==> config.mk <==
export PLATFORM = sky130hd
export DESIGN_NAME = cnm_node_state_monitor
export DESIGN_NICKNAME = d
export VERILOG_FILES = /design/src/shared/cnm_pkg.sv /design/src/design/cnm_master_code.sv /design/src/design/cnm_node_state_monitor.sv
export SDC_FILE = /design/constraint.sdc
export NUM_CORES = 2
export LEC_CHECK = 0
export ABC_AREA = 1
export BUFFER_PORTS_ARGS = -buffer_cell sky130_fd_sc_hd__clkbuf_2
export CAP_MARGIN = 20
export CORE_MARGIN = 8
export CORE_UTILIZATION = 30
export DETAILED_ROUTE_END_ITERATION = 8
export HOLD_SLACK_MARGIN = 0.05
export PLACE_DENSITY = 0.51
export SLEW_MARGIN = 20
export SYNTH_ARGS = -nofsm -noshare
export SYNTH_HDL_FRONTEND = slang
export SYNTH_SLANG_ARGS = --single-unit
export TNS_END_PERCENT = 50
==> constraint.sdc <==
create_clock -name clk_i -period 2.55 [get_ports clk_i]
set_input_delay 0.1275 -clock clk_i [delete_from_list [all_inputs] [get_ports clk_i]]
set_output_delay 0.1275 -clock clk_i [all_outputs]
set_load 0.02 [all_outputs]
==> src/shared/cnm_pkg.sv <==
// Register map, codes and event kinds for the node state monitor.
`default_nettype none
package cnm_pkg;
  localparam int NODES = 64;
  localparam int FLAG_W = 16;
  // Byte addresses on the register bus.
  localparam logic [8:0] OFF_VERSION = 9'h000;
  localparam logic [8:0] OFF_BAUD = 9'h004;
  localparam logic [8:0] OFF_MSTATE = 9'h008;
  localparam logic [8:0] OFF_FLAGS_1_16 = 9'h00C;
  localparam logic [8:0] OFF_FLAGS_17_32 = 9'h010;
  localparam logic [8:0] OFF_FLAGS_33_48 = 9'h014;
  localparam logic [8:0] OFF_FLAGS_49_64 = 9'h018;
  localparam logic [8:0] OFF_CTRL = 9'h020;
  localparam logic [8:0] OFF_ERR_BASE = 9'h100;
  localparam int ERR_SEL_BIT = 8;
  localparam int CTRL_EN_BIT = 0;
  localparam int CTRL_MST_BIT = 1;
  localparam logic [1:0] CTRL_RST = 2'h0;
  // Value is arbitrary.
  localparam logic [15:0] PROTO_VERSION = 16'h0001;
  // Node codes.
  localparam logic [7:0] CODE_OK = 8'h00;
  localparam logic [7:0] CODE_E0 = 8'hE0;
  localparam logic [7:0] CODE_E1 = 8'hE1;
  localparam logic [7:0] CODE_E2 = 8'hE2;
  localparam logic [7:0] CODE_E3 = 8'hE3;
  localparam logic [7:0] CODE_E4 = 8'hE4;
  localparam logic [7:0] CODE_E5 = 8'hE5;
  localparam logic [7:0] CODE_E6 = 8'hE6;
  localparam logic [7:0] CODE_E7 = 8'hE7;
  localparam logic [7:0] CODE_E8 = 8'hE8;
  // Master codes.
  localparam logic [7:0] CODE_F1 = 8'hF1;
  localparam logic [7:0] CODE_F2 = 8'hF2;
  localparam logic [7:0] CODE_F3 = 8'hF3;
  localparam logic [7:0] CODE_F4 = 8'hF4;
  localparam logic [7:0] CODE_F5 = 8'hF5;
  localparam logic [7:0] CODE_F8 = 8'hF8;
  localparam logic [7:0] CODE_FB = 8'hFB;
  localparam logic [7:0] CODE_FC = 8'hFC;
  localparam logic [6:0] NODE_FIRST = 7'h01;
  localparam logic [6:0] NODE_LAST = 7'h40;
  localparam logic [6:0] OWN_ID_MIN = 7'h01;
  localparam logic [6:0] OWN_ID_MAX = 7'h7F;
  typedef enum logic [3:0] {
    EVT_OK, EVT_EMCY, EVT_PDO_LEN, EVT_PDO_MISS, EVT_SDO_FAIL,
    EVT_PDO_CFG, EVT_KEY_PARAM, EVT_ABSENT, EVT_GUARD_TO, EVT_DUP_ID
  } cnm_evt_t;
endpackage
`default_nettype wire

==> src/design/cnm_master_code.sv <==
// Priority encoder that forms the registered master state code.
`timescale 1ns/1ns
`default_nettype none
module cnm_master_code
  import cnm_pkg::*;
(
  input wire logic clk_i,
  input wire logic rst_i,
  input wire logic run_i,
  input wire logic master_i,
  input wire logic any_slave_i,
  input wire logic cfg_dl_i,
  input wire logic cfg_err_i,
  input wire logic bus_off_i,
  input wire logic [6:0] own_id_i,
  input wire logic mem_err_i,
  input wire logic tx_full_i,
  input wire logic rx_full_i,
  output logic [7:0] code_o
);
  typedef struct packed {
    logic [7:0] code;
  } cnm_mc_st_t;

  cnm_mc_st_t st_q;
  cnm_mc_st_t st_d;
  logic id_bad;

  assign id_bad = (own_id_i < OWN_ID_MIN) || (own_id_i > OWN_ID_MAX);

  // The most severe condition wins when several are present.
  always_comb begin
    st_d = st_q;
    if (run_i) begin
      if (!master_i) begin
        st_d.code = CODE_OK;
      end else if (mem_err_i) begin
        st_d.code = CODE_F8;
      end else if (id_bad) begin
        st_d.code = CODE_F5;
      end else if (bus_off_i) begin
        st_d.code = CODE_F4;
      end else if (cfg_dl_i) begin
        st_d.code = CODE_F2;
      end else if (cfg_err_i) begin
        st_d.code = CODE_F3;
      end else if (tx_full_i) begin
        st_d.code = CODE_FB;
      end else if (rx_full_i) begin
        st_d.code = CODE_FC;
      end else if (!any_slave_i) begin
        st_d.code = CODE_F1;
      end else begin
        st_d.code = CODE_OK;
      end
    end
  end

  always_ff @(posedge clk_i) begin
    if (rst_i) begin
      st_q <= '0;
    end else begin
      st_q <= st_d;
    end
  end

  assign code_o = st_q.code;
endmodule // cnm_master_code
`default_nettype wire

==> src/design/cnm_node_state_monitor.sv <==
// Node state monitor register bank with a classic Wishbone slave port.
//
// Function
// - As master, track slaves 1 to 64 with flags in four 16-bit words.
// - First flag word bit 0 is node 1 up to bit 15 node 16.
// - Flag clear while a configured node is normal, set when abnormal.
// - One error code register per node, node n at base plus 4*(n-1) bytes.
// - Error code reads zero when node has no error or is unconfigured.
// - Emergency message from a slave writes code E0.
// - Returned process-data length mismatch reports code E1.
// - Expected process-data objects not received report code E2.
// - Service-data download failure gives E3, process-data setup failure E4.
// - Key parameters showing a mismatched slave report code E5.
// - Configured slave absent from the network reports code E6.
// - Error-control supervision timeout reports code E7.
// - Slave identifier equal to the master identifier reports code E8.
// - Master state reads F1 when the node list holds no slave.
// - Master state F2 during configuration download, F3 on its failure.
// - Master state F4 when the controller goes bus-off.
// - Master state F5 when own settings are invalid, address outside 1-127.
// - Master state F8 on an internal memory error.
// - Master state FB on full transmit buffer, FC on full receive buffer.
// - Active baud rate is readable in units of one kbit/s.
//
// Local design decisions: register access over Wishbone and the placing of the registers.
`timescale 1ns/1ns
`default_nettype none
module cnm_node_state_monitor
  import cnm_pkg::*;
(
  input wire logic clk_i,
  input wire logic rst_i,
  input wire logic wb_cyc_i,
  input wire logic wb_stb_i,
  input wire logic wb_we_i,
  input wire logic [8:0] wb_adr_i,
  input wire logic [3:0] wb_sel_i,
  input wire logic [31:0] wb_dat_i,
  output logic [31:0] wb_dat_o,
  output logic wb_ack_o,
  input wire logic [63:0] node_cfg_i,
  input wire logic evt_vld_i,
  input wire logic [6:0] evt_node_i,
  input wire cnm_evt_t evt_kind_i,
  input wire logic [15:0] baud_kbps_i,
  input wire logic cfg_dl_i,
  input wire logic cfg_err_i,
  input wire logic bus_off_i,
  input wire logic [6:0] own_id_i,
  input wire logic mem_err_i,
  input wire logic tx_full_i,
  input wire logic rx_full_i
);
  typedef struct packed {
    logic [1:0] ctrl;
    logic [15:0] baud;
    logic [NODES-1:0][7:0] err;
    logic [NODES-1:0] flag;
    logic ack;
    logic [31:0] dat;
  } cnm_st_t;

  cnm_st_t st_q;
  cnm_st_t st_d;
  logic [7:0] mcode;
  logic bus_req;
  logic node_ok;
  logic [5:0] evt_idx;
  logic evt_hit;
  logic run;

  // Maps a reported event kind onto the code shown for that node.
  function automatic logic [7:0] code_of(input cnm_evt_t k);
    logic [7:0] c;
    c = CODE_OK;
    case (k)
      EVT_EMCY: c = CODE_E0;
      EVT_PDO_LEN: c = CODE_E1;
      EVT_PDO_MISS: c = CODE_E2;
      EVT_SDO_FAIL: c = CODE_E3;
      EVT_PDO_CFG: c = CODE_E4;
      EVT_KEY_PARAM: c = CODE_E5;
      EVT_ABSENT: c = CODE_E6;
      EVT_GUARD_TO: c = CODE_E7;
      EVT_DUP_ID: c = CODE_E8;
      default: c = CODE_OK;
    endcase
    return c;
  endfunction

  // Read decode; unmapped addresses answer with zero.
  function automatic logic [31:0] reg_rd(input logic [8:0] a, input cnm_st_t s,
                                         input logic [7:0] mc);
    logic [31:0] r;
    r = '0;
    if (a[ERR_SEL_BIT]) begin
      r = {24'h00_0000, s.err[a[7:2]]};
    end else begin
      case (a)
        OFF_VERSION: r = {16'h0000, PROTO_VERSION};
        OFF_BAUD: r = {16'h0000, s.baud};
        OFF_MSTATE: r = {24'h00_0000, mc};
        OFF_FLAGS_1_16: r = {16'h0000, s.flag[15:0]};
        OFF_FLAGS_17_32: r = {16'h0000, s.flag[31:16]};
        OFF_FLAGS_33_48: r = {16'h0000, s.flag[47:32]};
        OFF_FLAGS_49_64: r = {16'h0000, s.flag[63:48]};
        OFF_CTRL: r = {30'h0000_0000, s.ctrl};
        default: r = '0;
      endcase
    end
    return r;
  endfunction

  assign bus_req = wb_cyc_i && wb_stb_i && !st_q.ack;
  assign run = st_q.ctrl[CTRL_EN_BIT];
  assign node_ok = (evt_node_i >= NODE_FIRST) && (evt_node_i <= NODE_LAST);
  assign evt_idx = 6'(evt_node_i - NODE_FIRST);
  assign evt_hit = run && evt_vld_i && node_ok && node_cfg_i[evt_idx];

  cnm_master_code u_mcode (
    .clk_i(clk_i),
    .rst_i(rst_i),
    .run_i(run),
    .master_i(st_q.ctrl[CTRL_MST_BIT]),
    .any_slave_i(|node_cfg_i),
    .cfg_dl_i(cfg_dl_i),
    .cfg_err_i(cfg_err_i),
    .bus_off_i(bus_off_i),
    .own_id_i(own_id_i),
    .mem_err_i(mem_err_i),
    .tx_full_i(tx_full_i),
    .rx_full_i(rx_full_i),
    .code_o(mcode)
  );

  always_comb begin
    st_d = st_q;
    st_d.ack = bus_req;
    st_d.dat = '0;
    if (bus_req && !wb_we_i) begin
      st_d.dat = reg_rd(wb_adr_i, st_q, mcode);
    end
    // Only the control word takes writes; status words ignore them.
    if (bus_req && wb_we_i && wb_adr_i == OFF_CTRL && wb_sel_i[0]) begin
      st_d.ctrl = wb_dat_i[1:0];
    end
    if (run) begin
      st_d.baud = baud_kbps_i;
      if (evt_hit) begin
        st_d.err[evt_idx] = code_of(evt_kind_i);
      end
      for (int i = 0; i < NODES; i++) begin
        if (!node_cfg_i[i]) begin
          st_d.err[i] = CODE_OK;
        end
        st_d.flag[i] = node_cfg_i[i] && (st_d.err[i] != CODE_OK);
      end
    end
  end

  always_ff @(posedge clk_i) begin
    if (rst_i) begin
      st_q <= '0;
      st_q.ctrl <= CTRL_RST;
    end else begin
      st_q <= st_d;
    end
  end

  assign wb_ack_o = st_q.ack;
  assign wb_dat_o = st_q.dat;

  generate
    for (genvar g = 0; g < NODES; g++) begin : g_node

    end
  endgenerate
endmodule // cnm_node_state_monitor
`default_nettype wire

* Word-level counts from Yosys, hierarchy flattened *
Memory sizes are Yosys's and may differ from the RTL's.
Index checks and enable logic that the tools add are counted.

storage, ports and cells
  bits in registers = 619
  ROM bits = 112
  input port bits = 155
  output and inout port bits = 33
  logic and storage cells = 383
  memories = 1

operators by class
  $add $sub $neg = 1
  order comparisons = 7
  equal/unequal tests = 7
  multiplexer cells = 149
  bitwise operators = 1
  reductions and logical operators = 146

memory list
  memory           words  bits a word  rd ports  clocked after Yosys merged registers in  write ports  line                          RTL
  (no name shown)  16     7            1         0                                        0            cnm_node_state_monitor.sv:76  case (k)

operator list
  cell                   number
  $mux W8                142
  $bwmux W512            1
  $mux W512              1
  $reduce_bool A8 Y1     64
  $pmux W16 S8           1
  $logic_and A1 B1 Y1    75
  $reduce_or A64 Y1      1
  $bmux W8 S6            1
  $demux W8 S6           1
  $eq A9 B5 Y1 const B   3
  $eq A9 B4 Y1 const B   2
  $lt A6 B7 Y1 const B   2
  $eq A9 B3 Y1 const B   1
  $eq A9 B6 Y1 const B   1
  $logic_not A9 Y1       1
  $ge A7 B1 Y1 const B   1
  $gt A7 B7 Y1 const B   1
  $le A7 B7 Y1 const B   1
  $lt A7 B1 Y1 const B   1
  $bmux W1 S6            1
  $ge A6 B1 Y1 const B   1
  $sub A6 B1 Y6 const B  1
  $reduce_or A3 Y1       1
  $logic_not A1 Y1       2
  other kinds (4)        4

* Logic depth before layout (Yosys ltp) *
  word-level depth = 12
  depth in mapped cells = 24
  mapped depth without buffers = 20

* Hierarchy *
From an unflattened synthesis, not the netlist that was laid out.

unflattened totals
  cells, all modules = 7002
  area, all modules = 41169.5 µm²

modules (own cells, without submodules)
  module                  instances  cells each  area an instance (µm²)  seq. area each (µm²)
  cnm_node_state_monitor  1          6941        40810.4                 12231.7
  cnm_master_code         1          61          359.1                   100.1

* Worst setup path after synthesis *
Ideal clock, no wire load.

  path type = input-to-reg
  start = in evt_node_i[0]
  end = reg st_q[57] (netlist name)
  library setup time = 132 ps
  data arrival time = 2606 ps
  required time = 2418 ps
  slack = -188 ps
  stages on the path = 20
  path buffers = 5
  cell sequence = buf_2 -> inv_4 -> buf_4 -> ha_1 -> buf_2 -> buf_1 -> nand2_1 -> nor2_1 -> buf_2 -> nand3_2 -> inv_1 -> nand2_1 -> nand2_1 -> nand4_1 -> nand3_1 -> nand2_1 -> nor2_1 -> nand2_1 -> nand2_1 -> a21oi_1

on the way
  cells in the longest elaborated chain, start to end = 11
  elaborated cells between the ends (all ways) = 19
  those cells by class = 1 x add/sub; 4 x order compare; 8 x mux; 6 x reduce/logical

ends and longest elaborated chain
  what                                                                       line                           RTL
  start: declaration                                                         cnm_node_state_monitor.sv:43   input wire logic [6:0] evt_node_i,
  $sub A6 B1 Y6                                                              cnm_node_state_monitor.sv:117  assign evt_idx = 6'(evt_node_i - NODE_FIRST);
  $lt A6 B7 Y1 (implied by the code) / $ge A6 B1 Y1 (equally long branches)  cnm_node_state_monitor.sv:150  st_d.err[evt_idx] = code_of(evt_kind_i);
  $logic_and A1 B1 Y1 (implied by the code)                                  cnm_node_state_monitor.sv:150
  $mux W8 (implied by the code)                                              cnm_node_state_monitor.sv:150
  $demux W8 S6                                                               cnm_node_state_monitor.sv:150
  $bwmux W512                                                                cnm_node_state_monitor.sv:150
  $mux W512 *                                                                cnm_node_state_monitor.sv:149  if (evt_hit) begin
  $mux W8 *                                                                  cnm_node_state_monitor.sv:153  if (!node_cfg_i[i]) begin
  $mux W8 *                                                                  cnm_node_state_monitor.sv:147  if (run) begin
  $reduce_bool A8 Y1 *                                                       cnm_node_state_monitor.sv:156  st_d.flag[i] = node_cfg_i[i] && (st_d.err[i] != CODE_OK);
  $logic_and A1 B1 Y1 *                                                      cnm_node_state_monitor.sv:156
  end signal: assignment                                                     cnm_node_state_monitor.sv:166  st_q <= st_d;
  end: declaration                                                           cnm_node_state_monitor.sv:63   cnm_st_t st_q;

Every way passes the cells marked *; elsewhere a longest branch is shown, timed or not. The select of a mux whose other input is x is not followed.
A chain may end at the register's enable or synchronous reset.

* Final worst setup path *
  start = in node_cfg_i[39]
  end = reg u_mcode.st_q (netlist bit u_mcode.code_o[0])

on the way
  cells in the longest elaborated chain, start to end = 10

ends and longest elaborated chain
  what                    line                           RTL
  start: declaration      cnm_node_state_monitor.sv:41   input wire logic [63:0] node_cfg_i,
  $reduce_or A64 Y1       cnm_node_state_monitor.sv:125  .any_slave_i(|node_cfg_i),
  $mux W8                 cnm_master_code.sv:51          end else if (!any_slave_i) begin
  $mux W8                 cnm_master_code.sv:49          end else if (rx_full_i) begin
  $mux W8                 cnm_master_code.sv:47          end else if (tx_full_i) begin
  $mux W8                 cnm_master_code.sv:45          end else if (cfg_err_i) begin
  $mux W8                 cnm_master_code.sv:43          end else if (cfg_dl_i) begin
  $mux W8                 cnm_master_code.sv:41          end else if (bus_off_i) begin
  $mux W8                 cnm_master_code.sv:39          end else if (id_bad) begin
  $mux W8                 cnm_master_code.sv:37          end else if (mem_err_i) begin
  $mux W8                 cnm_master_code.sv:35          if (!master_i) begin
  end signal: assignment  cnm_master_code.sv:63          st_q <= st_d;
  end: declaration        cnm_master_code.sv:25          cnm_mc_st_t st_q;

No other way between the ends.

==> impl_metrics.toml <==
[routing]
drt_wl_total_microns = 213000
dr_total_vias = 54400
drt_iter0_drc = 6666
viasPerCell = 5.51
routedWlPerCell_microns = 21.6
drt-pass1-iter-count = 6
antenna_left = 0
drc = 0

[floorplanning]
row_count = 138
die_w_microns = 392
die_area_sq_mm = 0.154
io_pins = 188
core_area_sq_mm = 0.141
start_util = 0.301
die_h_microns = 392

[cells_and_area]
fin_cells = 9868
final_core_utilization = 0.402
multiInputGateArea_sq_mm = 0.0254
mostFrequentLayoutCell = "nand2_1"
syn2layout_area_growth_pct = 33.5
fin_area_sq_mm = 0.0567
final_cell_mix = "nand2_1, buf_4, a21oi_1"
layout-drive-gt1-share = 0.184
seq_area_sq_mm = 0.0123
nets = 8077
fillers = 15000

[worst_setup_path]
rr_worst_depth = 13
path_class = "in -> reg"
required_ps = 3190
cp.arrival_ps = 3130
rr_endpoint = "st_q[86]"
cp-end-kind = "register"
r2r_slack_ps = 110
crit_family = "buffers and inverters"
path_buf_inv = 5
timing.rr.start = "run"
slowest_delay_ps = 540
worstPathMaxFanout = 9
crit_path_start_kind = "input port"
cp_cell_sequence = "dlygate4sd3_1 -> clkbuf_2 -> buf_4 -> nor4_2 -> buf_4 -> nand4_1 -> nor2_2 -> nand2_2 -> nor2_1 -> o31ai_1 -> nand2_1 -> dlygate4sd3_1 -> nand2_1 -> a21oi_1"
cpMaxStageDelayCell = "dlygate4sd3_1"

[clock_network]
worstSkewPairLatency_ps = 720
cts.clk_slew.worst_paths_ps = 60
clock-sinks = 616
tritoncts = "built"
htreeDepth = 3
cts-buffers-inserted = 80
cts_buffer_depth = 3
root_buffer = "clkbuf_16"

[synthesis]
synth-seq-cells = 616
synth_edf_count = 0
ys_async_sr_fraction = 0
yosysSeqAreaShare = 0.290
synthFlopType = "dfxtp_1"
synth_area_sq_mm = 0.0425
ys_types = 43
avgSynthCellArea_sq_um = 5.92
ys_warn_count = 0
syn_inst = 7168

[placement]
place.gp.congestion = 0.970
place_hpwl_microns = 149000
place_area_sq_mm = 0.0525
placed_cells = 9619
numPortBuffers = 138

[status]
status = "finished clean"

[sta]
hold_viol = 0
period_needed_ps = 2490
rsz0062_at_grt = "true"
finalMaxSlewViolations = 0
slew_headroom = 0.285
fin_crit_sh = 0.978
finClkSkew_ps = 43.6
fin_setup_tns_ps = 0
timing.fmax_mhz = 401
setup_viol = 0
tightest_slew_ps = 1060

[grt]
grt_pass1_wl_microns = 313000
overflow = 0
antenna_found_initial = 15
grt_pass1_vias = 49500
grt_usage = 0.262
grt_max_degree = 192

[power]
p_leak_nw = 27.3
peakVddDrop_uv = 509
power_density_mw_per_mm2 = 452
p_total_mw = 25.6

[run]
max_cap_violations = 0

[hold_path]
holdCritPathClass = "in -> reg"
holdPathEnd = "st_q[428]"
hp-start = "node_cfg_i[41]"
min_path_cells = 5
-- worst min-delay path, cell delays in order --
cell      delay, ps
clkbuf_2        170
buf_4           200
nand3_1         100
buf_4           110
a21oi_1          40
-- metal layers --
layer | up-vias | track usage | share of wire
met4 | 4 | 0.124 | 0.052
met5 | - | 0 | 0.000099
met1 | 25400 | 0.363 | 0.43
li1 | 25700 | - | -
met2 | 2833 | 0.389 | 0.41
met3 | 513 | 0.0486 | 0.10
-- how the worst max path moves through the flow --
stage | slack, ps | from | depth (start not counted) | endpoint
CTS | 10 | node_cfg_i[39] | 14 | u_mcode.code_o[0]
finish | 60 | node_cfg_i[39] | 14 | u_mcode.code_o[0]
global placement | -820 | evt_node_i[0] | 20 | st_q[69]
detailed placement | -800 | evt_node_i[0] | 20 | st_q[69]
global route | -4 | node_cfg_i[34] | 23 | st_q[70]
floorplan | 4 | evt_node_i[0] | 23 | st_q[77]
-- registers in the layout, indices dropped and copies added, names as in the netlist --
register        cells
wb_ack_o            1
st_q              593
run                 1
wb_dat_o           16
u_mcode.code_o      5
-- area by class of cell --
cell class,instances,area share
clock buffers,112,0.0408
multi-input cells,5296,0.449
well taps,1890,0.0417
clock inverters,29,0.00757
repair buffers,1330,0.204
inverters,590,0.0393
flip-flops and latches,616,0.218
diodes,5,0.000221
-- stage by stage --
step / hold WS [ps] / setup slack, ps
finish: 96.0 / 56.5
global route: 87.7 / -4.30
CTS: 51.2 / 10.5
detailed placement: 369 / -805
global placement: 368 / -824
floorplan: 262 / 4.27
-- report_power, final --
| part | total (mW) | internal, mW | switching (mW) | leakage [nW] |
|---|---|---|---|---|
| logic | 3.82 | 1.19 | 2.63 | 21.0 |
| clock network | 12.2 | 7.24 | 4.95 | 1.36 |
| registers | 9.63 | 9.63 | 0.00165 | 4.96 |
-- cells in the mapped netlist, types with 2 or more instances --
cell type,n,area share
nor4_1,14,0.0021
buf_4,33,0.0058
nor3_1,7,0.00083
o211a_1,2,0.00047
a22o_1,10,0.0021
inv_1,576,0.051
o21ai_0,606,0.071
inv_2,9,0.00080
a31oi_1,11,0.0016
o22ai_1,124,0.018
xor2_2,3,0.0011
nand4_1,569,0.084
clkbuf_1,467,0.041
nor3_2,2,0.00047
o221ai_1,2,0.00041
nand2_1,2292,0.20
o311ai_0,11,0.0023
ha_1,8,0.0024
nor2_1,217,0.019
buf_1,68,0.0060
o21bai_1,65,0.011
o21ai_1,15,0.0018
clkinv_1,4,0.00035
a22oi_1,20,0.0035
nand3_2,18,0.0042
a32o_1,3,0.00071
a221oi_1,12,0.0025
nand3_1,514,0.061
o2111ai_1,32,0.0066
nand2_2,5,0.00074
a21oi_1,645,0.076
o31ai_1,3,0.00053
o211ai_1,57,0.010
a211oi_1,8,0.0014
buf_2,113,0.013
dfxtp_1,616,0.29
-- cell families after synthesis --
logic type | count (synthesis) | synth area share
and+or+nand+nor | 3638 | 0.375
AOI/OAI and AO/OA | 1630 | 0.212
buffers and inverters | 1271 | 0.119
adders and majority gates | 8 | 0.00236
DFF | 616 | 0.290
xor gates and xnor gates | 4 | 0.00153
other | 1 | 0.0000883
-- repair_timing --
action | 4_1_cts | 5_1_grt
buffers inserted | 0 | 8
hold buffers | 90 | 2
resized for setup | 1 | 62
cloned | 0 | 7
endpoints found under the setup margin | 10 | 83
hold endpoints to repair | 289 | 1
pin swaps | 1 | 6
(Power assumes the default switching activity.)
